File: src/hw/ao_pkg.sv
/*
 * Shared constants and types for the analog output control bank:
 * register offsets, field positions, reset values, boost scaling.
 * Assumes nothing of its surroundings; imported by every design file.
 */
package ao_pkg;

	// ==========================================================
	// Register map
	localparam logic [7:0] AO_OFS_GAIN_BOOST = 8'h07;
	localparam logic [7:0] AO_OFS_CM_CTRL = 8'h09;

	localparam int AO_BIT_LEFT_BOOST = 4;
	localparam int AO_BIT_RIGHT_BOOST = 0;
	localparam int AO_BIT_DEEMPH_EN = 1;
	localparam int AO_BIT_CM_PD = 0;

	localparam logic AO_RST_LEFT_BOOST = 1'h0;
	localparam logic AO_RST_RIGHT_BOOST = 1'h0;
	localparam logic AO_RST_DEEMPH_EN = 1'h0;
	localparam logic AO_RST_CM_PD = 1'h1;

	// ==========================================================
	// Boost scaling: 1126/1024 is about +10 % (+0.8 dB)
	localparam logic signed [11:0] AO_BOOST_MUL = 12'sh466;
	localparam int AO_BOOST_SHIFT = 10;
	localparam int AO_SAMPLE_W = 24;

	// ==========================================================
	// Serial target
	localparam logic [6:0] AO_DEV_ADDR_DEF = 7'h2A;
	localparam logic [3:0] AO_LAST_BIT = 4'h7;
	localparam logic [3:0] AO_ACK_SLOT = 4'h8;
	// Count after a START: the scl fall that closes the START wraps it to zero
	localparam logic [3:0] AO_CNT_ARM = 4'hF;

	typedef enum logic [2:0] {
		AO_IDLE,
		AO_ADDR,
		AO_PTR,
		AO_WDATA,
		AO_RDATA
	} ao_state_e;

	typedef struct packed {
		logic left_boost;
		logic right_boost;
		logic deemph_en;
		logic cm_pd;
	} ao_cfg_s;

	localparam ao_cfg_s AO_CFG_RST = '{
		left_boost: AO_RST_LEFT_BOOST,
		right_boost: AO_RST_RIGHT_BOOST,
		deemph_en: AO_RST_DEEMPH_EN,
		cm_pd: AO_RST_CM_PD
	};

endpackage : ao_pkg

File: src/hw/ao_ctrl_regs.sv
/*
 * Analog output control bank: a serial-bus target holding the gain
 * boost and common-mode control registers, and the logic they steer.
 * Assumes scl/sda are already synchronous to mclk and that the bus
 * master follows the standard two-wire protocol; sda is open drain.
 */
`timescale 1ns/1ps

module ao_ctrl_regs #(
	parameter logic [6:0] DEV_ADDR = ao_pkg::AO_DEV_ADDR_DEF,
	parameter int SAMPLE_W = ao_pkg::AO_SAMPLE_W
) (
	input wire logic mclk,
	input wire logic reset,
	input wire logic ce,
	input wire logic scl_in,
	input wire logic sda_in,
	output logic sda_out,
	output logic sda_oe_n,
	input wire logic shared_deemph_common_pin,
	input wire logic sample_valid,
	input wire logic signed [SAMPLE_W-1:0] left_in,
	input wire logic signed [SAMPLE_W-1:0] right_in,
	output logic signed [SAMPLE_W-1:0] left_out,
	output logic signed [SAMPLE_W-1:0] right_out,
	output logic out_valid,
	output logic deemph_active,
	output logic common_mode_powerdown,
	output logic left_amplitude_boost,
	output logic right_amplitude_boost
);
	import ao_pkg::*;

	// ==========================================================
	// Bus event detection
	logic scl_prev_q;
	logic sda_prev_q;
	logic scl_rise;
	logic scl_fall;
	logic bus_start;
	logic bus_stop;

	assign scl_rise = scl_in && !scl_prev_q;
	assign scl_fall = !scl_in && scl_prev_q;
	assign bus_start = scl_in && scl_prev_q && sda_prev_q && !sda_in;
	assign bus_stop = scl_in && scl_prev_q && !sda_prev_q && sda_in;

	// ==========================================================
	// Target state
	ao_state_e st_q;
	logic [3:0] cnt_q;
	logic [7:0] shreg_q;
	logic [7:0] ptr_q;
	logic [7:0] txbyte_q;
	logic rw_q;
	logic nack_q;
	ao_cfg_s cfg_q;

	logic [7:0] ptr_next;
	logic [7:0] rd_now;
	logic [7:0] rd_next;
	logic addr_hit;
	logic wr_strobe;
	logic last_bit;
	logic ack_end;

	assign ptr_next = ptr_q + 8'h01;
	assign last_bit = scl_fall && cnt_q == AO_LAST_BIT;
	assign ack_end = scl_fall && cnt_q == AO_ACK_SLOT;
	assign addr_hit = shreg_q[7:1] == DEV_ADDR;
	assign wr_strobe = last_bit && st_q == AO_WDATA;

	assign rd_now = (ptr_q == AO_OFS_GAIN_BOOST) ?
		{3'h0, cfg_q.left_boost, 3'h0, cfg_q.right_boost} :
		(ptr_q == AO_OFS_CM_CTRL) ? {6'h00, cfg_q.deemph_en, cfg_q.cm_pd} : 8'h00;
	assign rd_next = (ptr_next == AO_OFS_GAIN_BOOST) ?
		{3'h0, cfg_q.left_boost, 3'h0, cfg_q.right_boost} :
		(ptr_next == AO_OFS_CM_CTRL) ? {6'h00, cfg_q.deemph_en, cfg_q.cm_pd} : 8'h00;

	always_ff @(posedge mclk) begin
		if (reset) begin
			scl_prev_q <= 1'b1;
			sda_prev_q <= 1'b1;
		end else if (ce) begin
			scl_prev_q <= scl_in;
			sda_prev_q <= sda_in;
		end
	end

	always_ff @(posedge mclk) begin
		if (reset) begin
			st_q <= AO_IDLE;
			cnt_q <= 4'h0;
			shreg_q <= 8'h00;
			ptr_q <= 8'h00;
			txbyte_q <= 8'h00;
			rw_q <= 1'b0;
			nack_q <= 1'b0;
			sda_oe_n <= 1'b1;
		end else if (ce) begin
			if (bus_start) begin
				st_q <= AO_ADDR;
				// The scl fall that ends the START carries no bit
				cnt_q <= AO_CNT_ARM;
				sda_oe_n <= 1'b1;
			end else if (bus_stop) begin
				st_q <= AO_IDLE;
				sda_oe_n <= 1'b1;
			end else if (st_q != AO_IDLE) begin
				if (scl_rise && cnt_q < AO_ACK_SLOT) begin
					shreg_q <= {shreg_q[6:0], sda_in};
				end
				if (scl_rise && cnt_q == AO_ACK_SLOT) begin
					nack_q <= sda_in;
				end
				if (last_bit) begin
					cnt_q <= AO_ACK_SLOT;
					sda_oe_n <= 1'b0;
					case (st_q)
						AO_ADDR: begin
							rw_q <= shreg_q[0];
							// Foreign address: leave the bus alone
							if (!addr_hit) begin
								st_q <= AO_IDLE;
								sda_oe_n <= 1'b1;
							end
						end
						AO_PTR: ptr_q <= shreg_q;
						AO_WDATA: ptr_q <= ptr_next;
						default: sda_oe_n <= 1'b1;
					endcase
				end else if (ack_end) begin
					cnt_q <= 4'h0;
					sda_oe_n <= 1'b1;
					case (st_q)
						AO_ADDR: begin
							if (rw_q) begin
								st_q <= AO_RDATA;
								txbyte_q <= rd_now;
								sda_oe_n <= rd_now[7];
							end else begin
								st_q <= AO_PTR;
							end
						end
						AO_RDATA: begin
							if (nack_q) begin
								st_q <= AO_IDLE;
							end else begin
								ptr_q <= ptr_next;
								txbyte_q <= rd_next;
								sda_oe_n <= rd_next[7];
							end
						end
						default: st_q <= AO_WDATA;
					endcase
				end else if (scl_fall) begin
					cnt_q <= cnt_q + 4'h1;
					if (st_q == AO_RDATA) begin
						// Drive low for a zero bit, release for a one
						sda_oe_n <= txbyte_q[3'h6 - cnt_q[2:0]];
					end
				end
			end
		end
	end

	// ==========================================================
	// Configuration registers
	// volatile, reset values
	always_ff @(posedge mclk) begin
		if (reset) begin
			cfg_q <= AO_CFG_RST;
		end else if (ce && wr_strobe) begin
			if (ptr_q == AO_OFS_GAIN_BOOST) begin
				cfg_q.left_boost <= shreg_q[AO_BIT_LEFT_BOOST];
				cfg_q.right_boost <= shreg_q[AO_BIT_RIGHT_BOOST];
			end else if (ptr_q == AO_OFS_CM_CTRL) begin
				cfg_q.deemph_en <= shreg_q[AO_BIT_DEEMPH_EN];
				cfg_q.cm_pd <= shreg_q[AO_BIT_CM_PD];
			end
		end
	end

	// ==========================================================
	// Steered outputs
	always_ff @(posedge mclk) begin
		if (reset) begin
			sda_out <= 1'b0;
			out_valid <= 1'b0;
			deemph_active <= 1'b0;
			common_mode_powerdown <= AO_RST_CM_PD;
			left_amplitude_boost <= AO_RST_LEFT_BOOST;
			right_amplitude_boost <= AO_RST_RIGHT_BOOST;
		end else if (ce) begin
			sda_out <= 1'b0;
			out_valid <= sample_valid;
			deemph_active <= cfg_q.deemph_en & shared_deemph_common_pin;
			common_mode_powerdown <= cfg_q.cm_pd;
			left_amplitude_boost <= cfg_q.left_boost;
			right_amplitude_boost <= cfg_q.right_boost;
		end
	end

	ao_boost #(.W(SAMPLE_W)) u_left (
		.mclk(mclk),
		.reset(reset),
		.ce(ce),
		.boost_en(cfg_q.left_boost),
		.in_valid(sample_valid),
		.in_sample(left_in),
		.out_sample(left_out)
	);

	ao_boost #(.W(SAMPLE_W)) u_right (
		.mclk(mclk),
		.reset(reset),
		.ce(ce),
		.boost_en(cfg_q.right_boost),
		.in_valid(sample_valid),
		.in_sample(right_in),
		.out_sample(right_out)
	);
endmodule : ao_ctrl_regs

File: src/hw/ao_boost.sv
/*
 * One channel of the amplitude boost stage: passes samples unchanged
 * or scaled by about 1.1 with saturation, one register stage.
 * Assumes samples arrive with a one-cycle valid strobe on mclk.
 */
`timescale 1ns/1ps

module ao_boost #(
	parameter int W = ao_pkg::AO_SAMPLE_W
) (
	input wire logic mclk,
	input wire logic reset,
	input wire logic ce,
	input wire logic boost_en,
	input wire logic in_valid,
	input wire logic signed [W-1:0] in_sample,
	output logic signed [W-1:0] out_sample
);
	import ao_pkg::*;

	localparam logic signed [W-1:0] SAT_MAX = {1'b0, {(W-1){1'b1}}};
	localparam logic signed [W-1:0] SAT_MIN = {1'b1, {(W-1){1'b0}}};

	logic signed [W+11:0] prod;
	logic signed [W+11:0] scaled;
	logic [12:0] hi;
	logic fits;
	logic signed [W-1:0] boosted;
	logic signed [W-1:0] out_d;

	assign prod = in_sample * AO_BOOST_MUL;
	assign scaled = prod >>> AO_BOOST_SHIFT;
	assign hi = scaled[W+11:W-1];
	// Clipping beats wrap-around: a wrapped peak is a loud click
	assign fits = (&hi) | ~(|hi);
	assign boosted = fits ? scaled[W-1:0] : (in_sample[W-1] ? SAT_MIN : SAT_MAX);
	assign out_d = boost_en ? boosted : in_sample;

	always_ff @(posedge mclk) begin
		if (reset) begin
			out_sample <= '0;
		end else if (ce && in_valid) begin
			out_sample <= out_d;
		end
	end
endmodule : ao_boost

File: config.mk
export PLATFORM = sky130hd
export DESIGN_NAME = ao_ctrl_regs
export DESIGN_NICKNAME = d
export VERILOG_FILES = /design/src/hw/ao_pkg.sv /design/src/hw/ao_ctrl_regs.sv /design/src/hw/ao_boost.sv
export SDC_FILE = /design/constraint.sdc
export NUM_CORES = 1
export LEC_CHECK = 0
export ABC_AREA = 1
export BUFFER_PORTS_ARGS = -buffer_cell sky130_fd_sc_hd__buf_2
export CORE_UTILIZATION = 60
export DETAILED_ROUTE_END_ITERATION = 10
export PLACE_DENSITY = 0.79
export SETUP_SLACK_MARGIN = 0.3
export SYNTH_ARGS = -nofsm -noshare
export SYNTH_HDL_FRONTEND = slang
export SYNTH_HIERARCHICAL = 1
export SYNTH_SLANG_ARGS = --single-unit
File: constraint.sdc
create_clock -name mclk -period 9.8 [get_ports mclk]
set_input_delay 0.98 -clock mclk [delete_from_list [all_inputs] [get_ports mclk]]
set_output_delay 0.98 -clock mclk [all_outputs]
set_load 0.03 [all_outputs]
==> run metrics <==
status finished, final reports clean; worst slew pin tran 0.780 ns; EDFF count, synth 0; layout cells sized above 1 0.169; Critical Path AT 5.37 ns; fin util 0.652; initial antenna violation count 0; Fin Setup TNS 0 ns; multiplexer area fraction after synthesis 0; die height 160 µm; Worst Setup Start Kind input port; Post-synth top flop dfxtp_1; worst path required time 10.10 ns; Synth Area in XOR/XNOR 0.0369; deepest clock path buffer count 2; # nets final 2549; largest family of logic cells by synthesized area adder cells; Skew-Pair Late Insertion Delay 0.36 ns; vias in the first global route 13.0k; mapped cell area 15000 µm²; CTS H-Tree Depth 3; Simple-Gate Fraction of Synth Area 0.280; total wire length 35.2 mm; 1st-pass router iterations 5; area leader, netlist fa_1; global-route met1 utilization 0.380; crit path time final 5.07 ns; die area 25600 µm²; Post-Synthesis Net Count 2463; via count 13.0k; WL/cell 14.1 µm; Mean Syn Cell Area 7.17 µm²; Worst Path Buf+Inv 4; Peak VDD IR 0.000108 V; Max Freq 197 MHz; met3 Usage GRT 0.0314; sequential area share after synthesis 0.118; Post-synth ARST share 0; adder-cell area share of the yosys netlist 0.334; clk root buf clkbuf_16; kind of critical path in2reg; largest net degree at the start of global routing 48; synth top area cells fa_1, ha_1, inv_1; Yosys reg bits 88; Worst Setup End Kind flip-flop; RSZ-0062 raised after global routing false; DRC violations left 0; PostCTS Resize Cnt 0; worst path cell trace buf_2 -> ha_1 -> fa_1 -> fa_1 -> inv_1 -> fa_1 -> inv_1 -> ha_1 -> nand2_1 -> inv_2 -> nand3_1 -> nor3_2 -> nand2_1 -> nand2_2 -> nand2_2 -> nand3_1 -> nand2_4 -> nand2_4 -> nand3_4 -> nor2_1 -> nor2_2 -> nor2_2; Hold Violations, Final 0; M2 GR Usage 0.491; core area 24400 µm²; worst-case clock skew 0.0141 ns; Antenna diodes 0; Cell Count, Final, Fillers Out 2502; post-DP HPWL 29.0 mm; vias per cell 5.18; pwr dens 214 nW/µm²; DP Cell Count 2486; Total GRT Usage 0.288; CTS tree done; top cell type's share of synthesized area 0.174; I/O pin total 110; HP Class reg2reg; Relative slew margins 0.479; cts bufs inserted 9; final setup fails 0; busiest grt layer met2; DIE WIDTH 160 µm; crit-path most repeated cell fa_1; port buffer count 108; crit path max fanout 22; GRT Residual Overflow 0; leakage power 8.72 nW; Reg clk slew, reported paths 0.07 ns; number of routed nets with antenna violations 0; Synth Area in Compound Gates 0.0860; Hold-fix buffers, CTS 0; Slew Viols, Final 0; Crit path max-delay family adder cells; Fin Hold WS 0.469 ns; Max Cap Viol 0; global placer's final weighted congestion 0.952; Initial DRC Count 745; Layout Area Growth over Synthesis 6.32%; clock sinks 88; slowest cell on the critical path fa_1; CP peak stage delay 0.57 ns; first-pass GRT wire length 60.6 mm; setup bufs post-CTS 0; Mapped Cells 2087; Synth warnings 6; # rows 57; Initial Utilization 0.614; Tcrit/Tclk final 0.517; number of library cell types mapped by synthesis 49
routing by layer:
metal,up-vias,share of wire
li1,6548,-
met5,-,0
met3,64,0.045
met1,6025,0.46
met4,0,0.027
met2,327,0.47
where the power goes:
group / switching, mW / internal, mW / total [mW]
registers: 0.00945 / 0.374 / 0.383
clock network: 0.180 / 0.180 / 0.361
logic: 1.74 / 0.929 / 2.67
cell usage in the layout (no fill, tap or decap), drive strengths merged, types with 9 or more instances in the layout:
master and instances:
dfxtp 88, o21ai 95, fa 130, inv 495, xnor2 36, nor3 15, ha 191, xor2 27
a21oi 90, buf 110, nand4 13, nand2 466, clkbuf 9, nand3 115, nor2 246, o21bai 13
a31oi 9
layout make-up:
cell class	instances	area (µm²)
flip-flops and latches	88	1760
fillers	2163	8480
clock buffers	9	225
well taps	324	405
repair buffers	110	556
clock inverters	7	77.6
multi-input cells	1470	11000
inverters	494	1860
worst paths after layout:
check / start / to / slack (ns) / cells past startpoint
hold reg to reg: txbyte_q[4]$_SDFFE_PP0P_ / txbyte_q[4]$_SDFFE_PP0P_ / 0.47 / 2
hold / removal: txbyte_q[4]$_SDFFE_PP0P_ / txbyte_q[4]$_SDFFE_PP0P_ / 0.47 / 2
setup / recovery: left_in[5] / u_left/out_sample[19]$_SDFFE_PP0P_ / 4.73 / 22
setup reg to reg: cfg_q[2]$_SDFFE_PP0P_ / u_right/out_sample[18]$_SDFFE_PP0P_ / 7.43 / 6
cells in the mapped netlist, types with 5 or more instances:
master,count
inv_1,470
nand2_1,408
ha_1,191
nor2_1,155
fa_1,130
dfxtp_1,88
nor2_2,85
o21ai_0,83
a21oi_1,76
nand3_1,73
nand2_2,46
nand3_2,40
xnor2_1,36
xor2_1,27
inv_2,22
clkbuf_1,15
a21oi_2,14
nand4_1,13
o21bai_1,13
nand2_4,11
a31oi_1,9
nor3_1,9
o21ai_1,9
clkbuf_8,6
nor2_4,6
nor3_2,6
o211ai_1,6
buf_6,5
cells by family after synthesis:
| group | after synthesis |
|---|---|
| other cells | 1 |
| simple gates | 861 |
| buf+inv | 529 |
| fa+ha+maj | 321 |
| xor+xnor | 63 |
| flops | 88 |
| compound gates | 224 |
registers in the layout (all words and copies together), names as in the netlist:
name,count
out_valid,1
left_amplitude_boost,1
common_mode_powerdown,1
sda_prev_q,1
scl_prev_q,1
u_left/out_sample,24
u_right/out_sample,24
st_q,3
cnt_q,4
rw_q,1
ptr_q,8
cfg_q,4
txbyte_q,3
sda_oe_n,1
right_amplitude_boost,1
nack_q,1
shreg_q,8
deemph_active,1
metrics by stage:
stage	power [mW]	setup WS, ns	instance area [µm²]
finish	3.41	4.73	15900
global route	3.76	4.38	15900
CTS	3.39	4.76	15900
detailed placement	3.02	4.39	15600
global placement	2.98	4.47	15600
floorplan	2.44	5.00	15000
worst register-to-register path, stage by stage (launching register included):
cell	delay, ns
dfxtp_1	0.58
clkinv_1	0.71
nor2_1	0.43
nand2_4	0.28
nand3_1	0.15
nor2_1	0.06
nor2_1	0.08
Note: power is estimated with default switching activity, not from simulation.
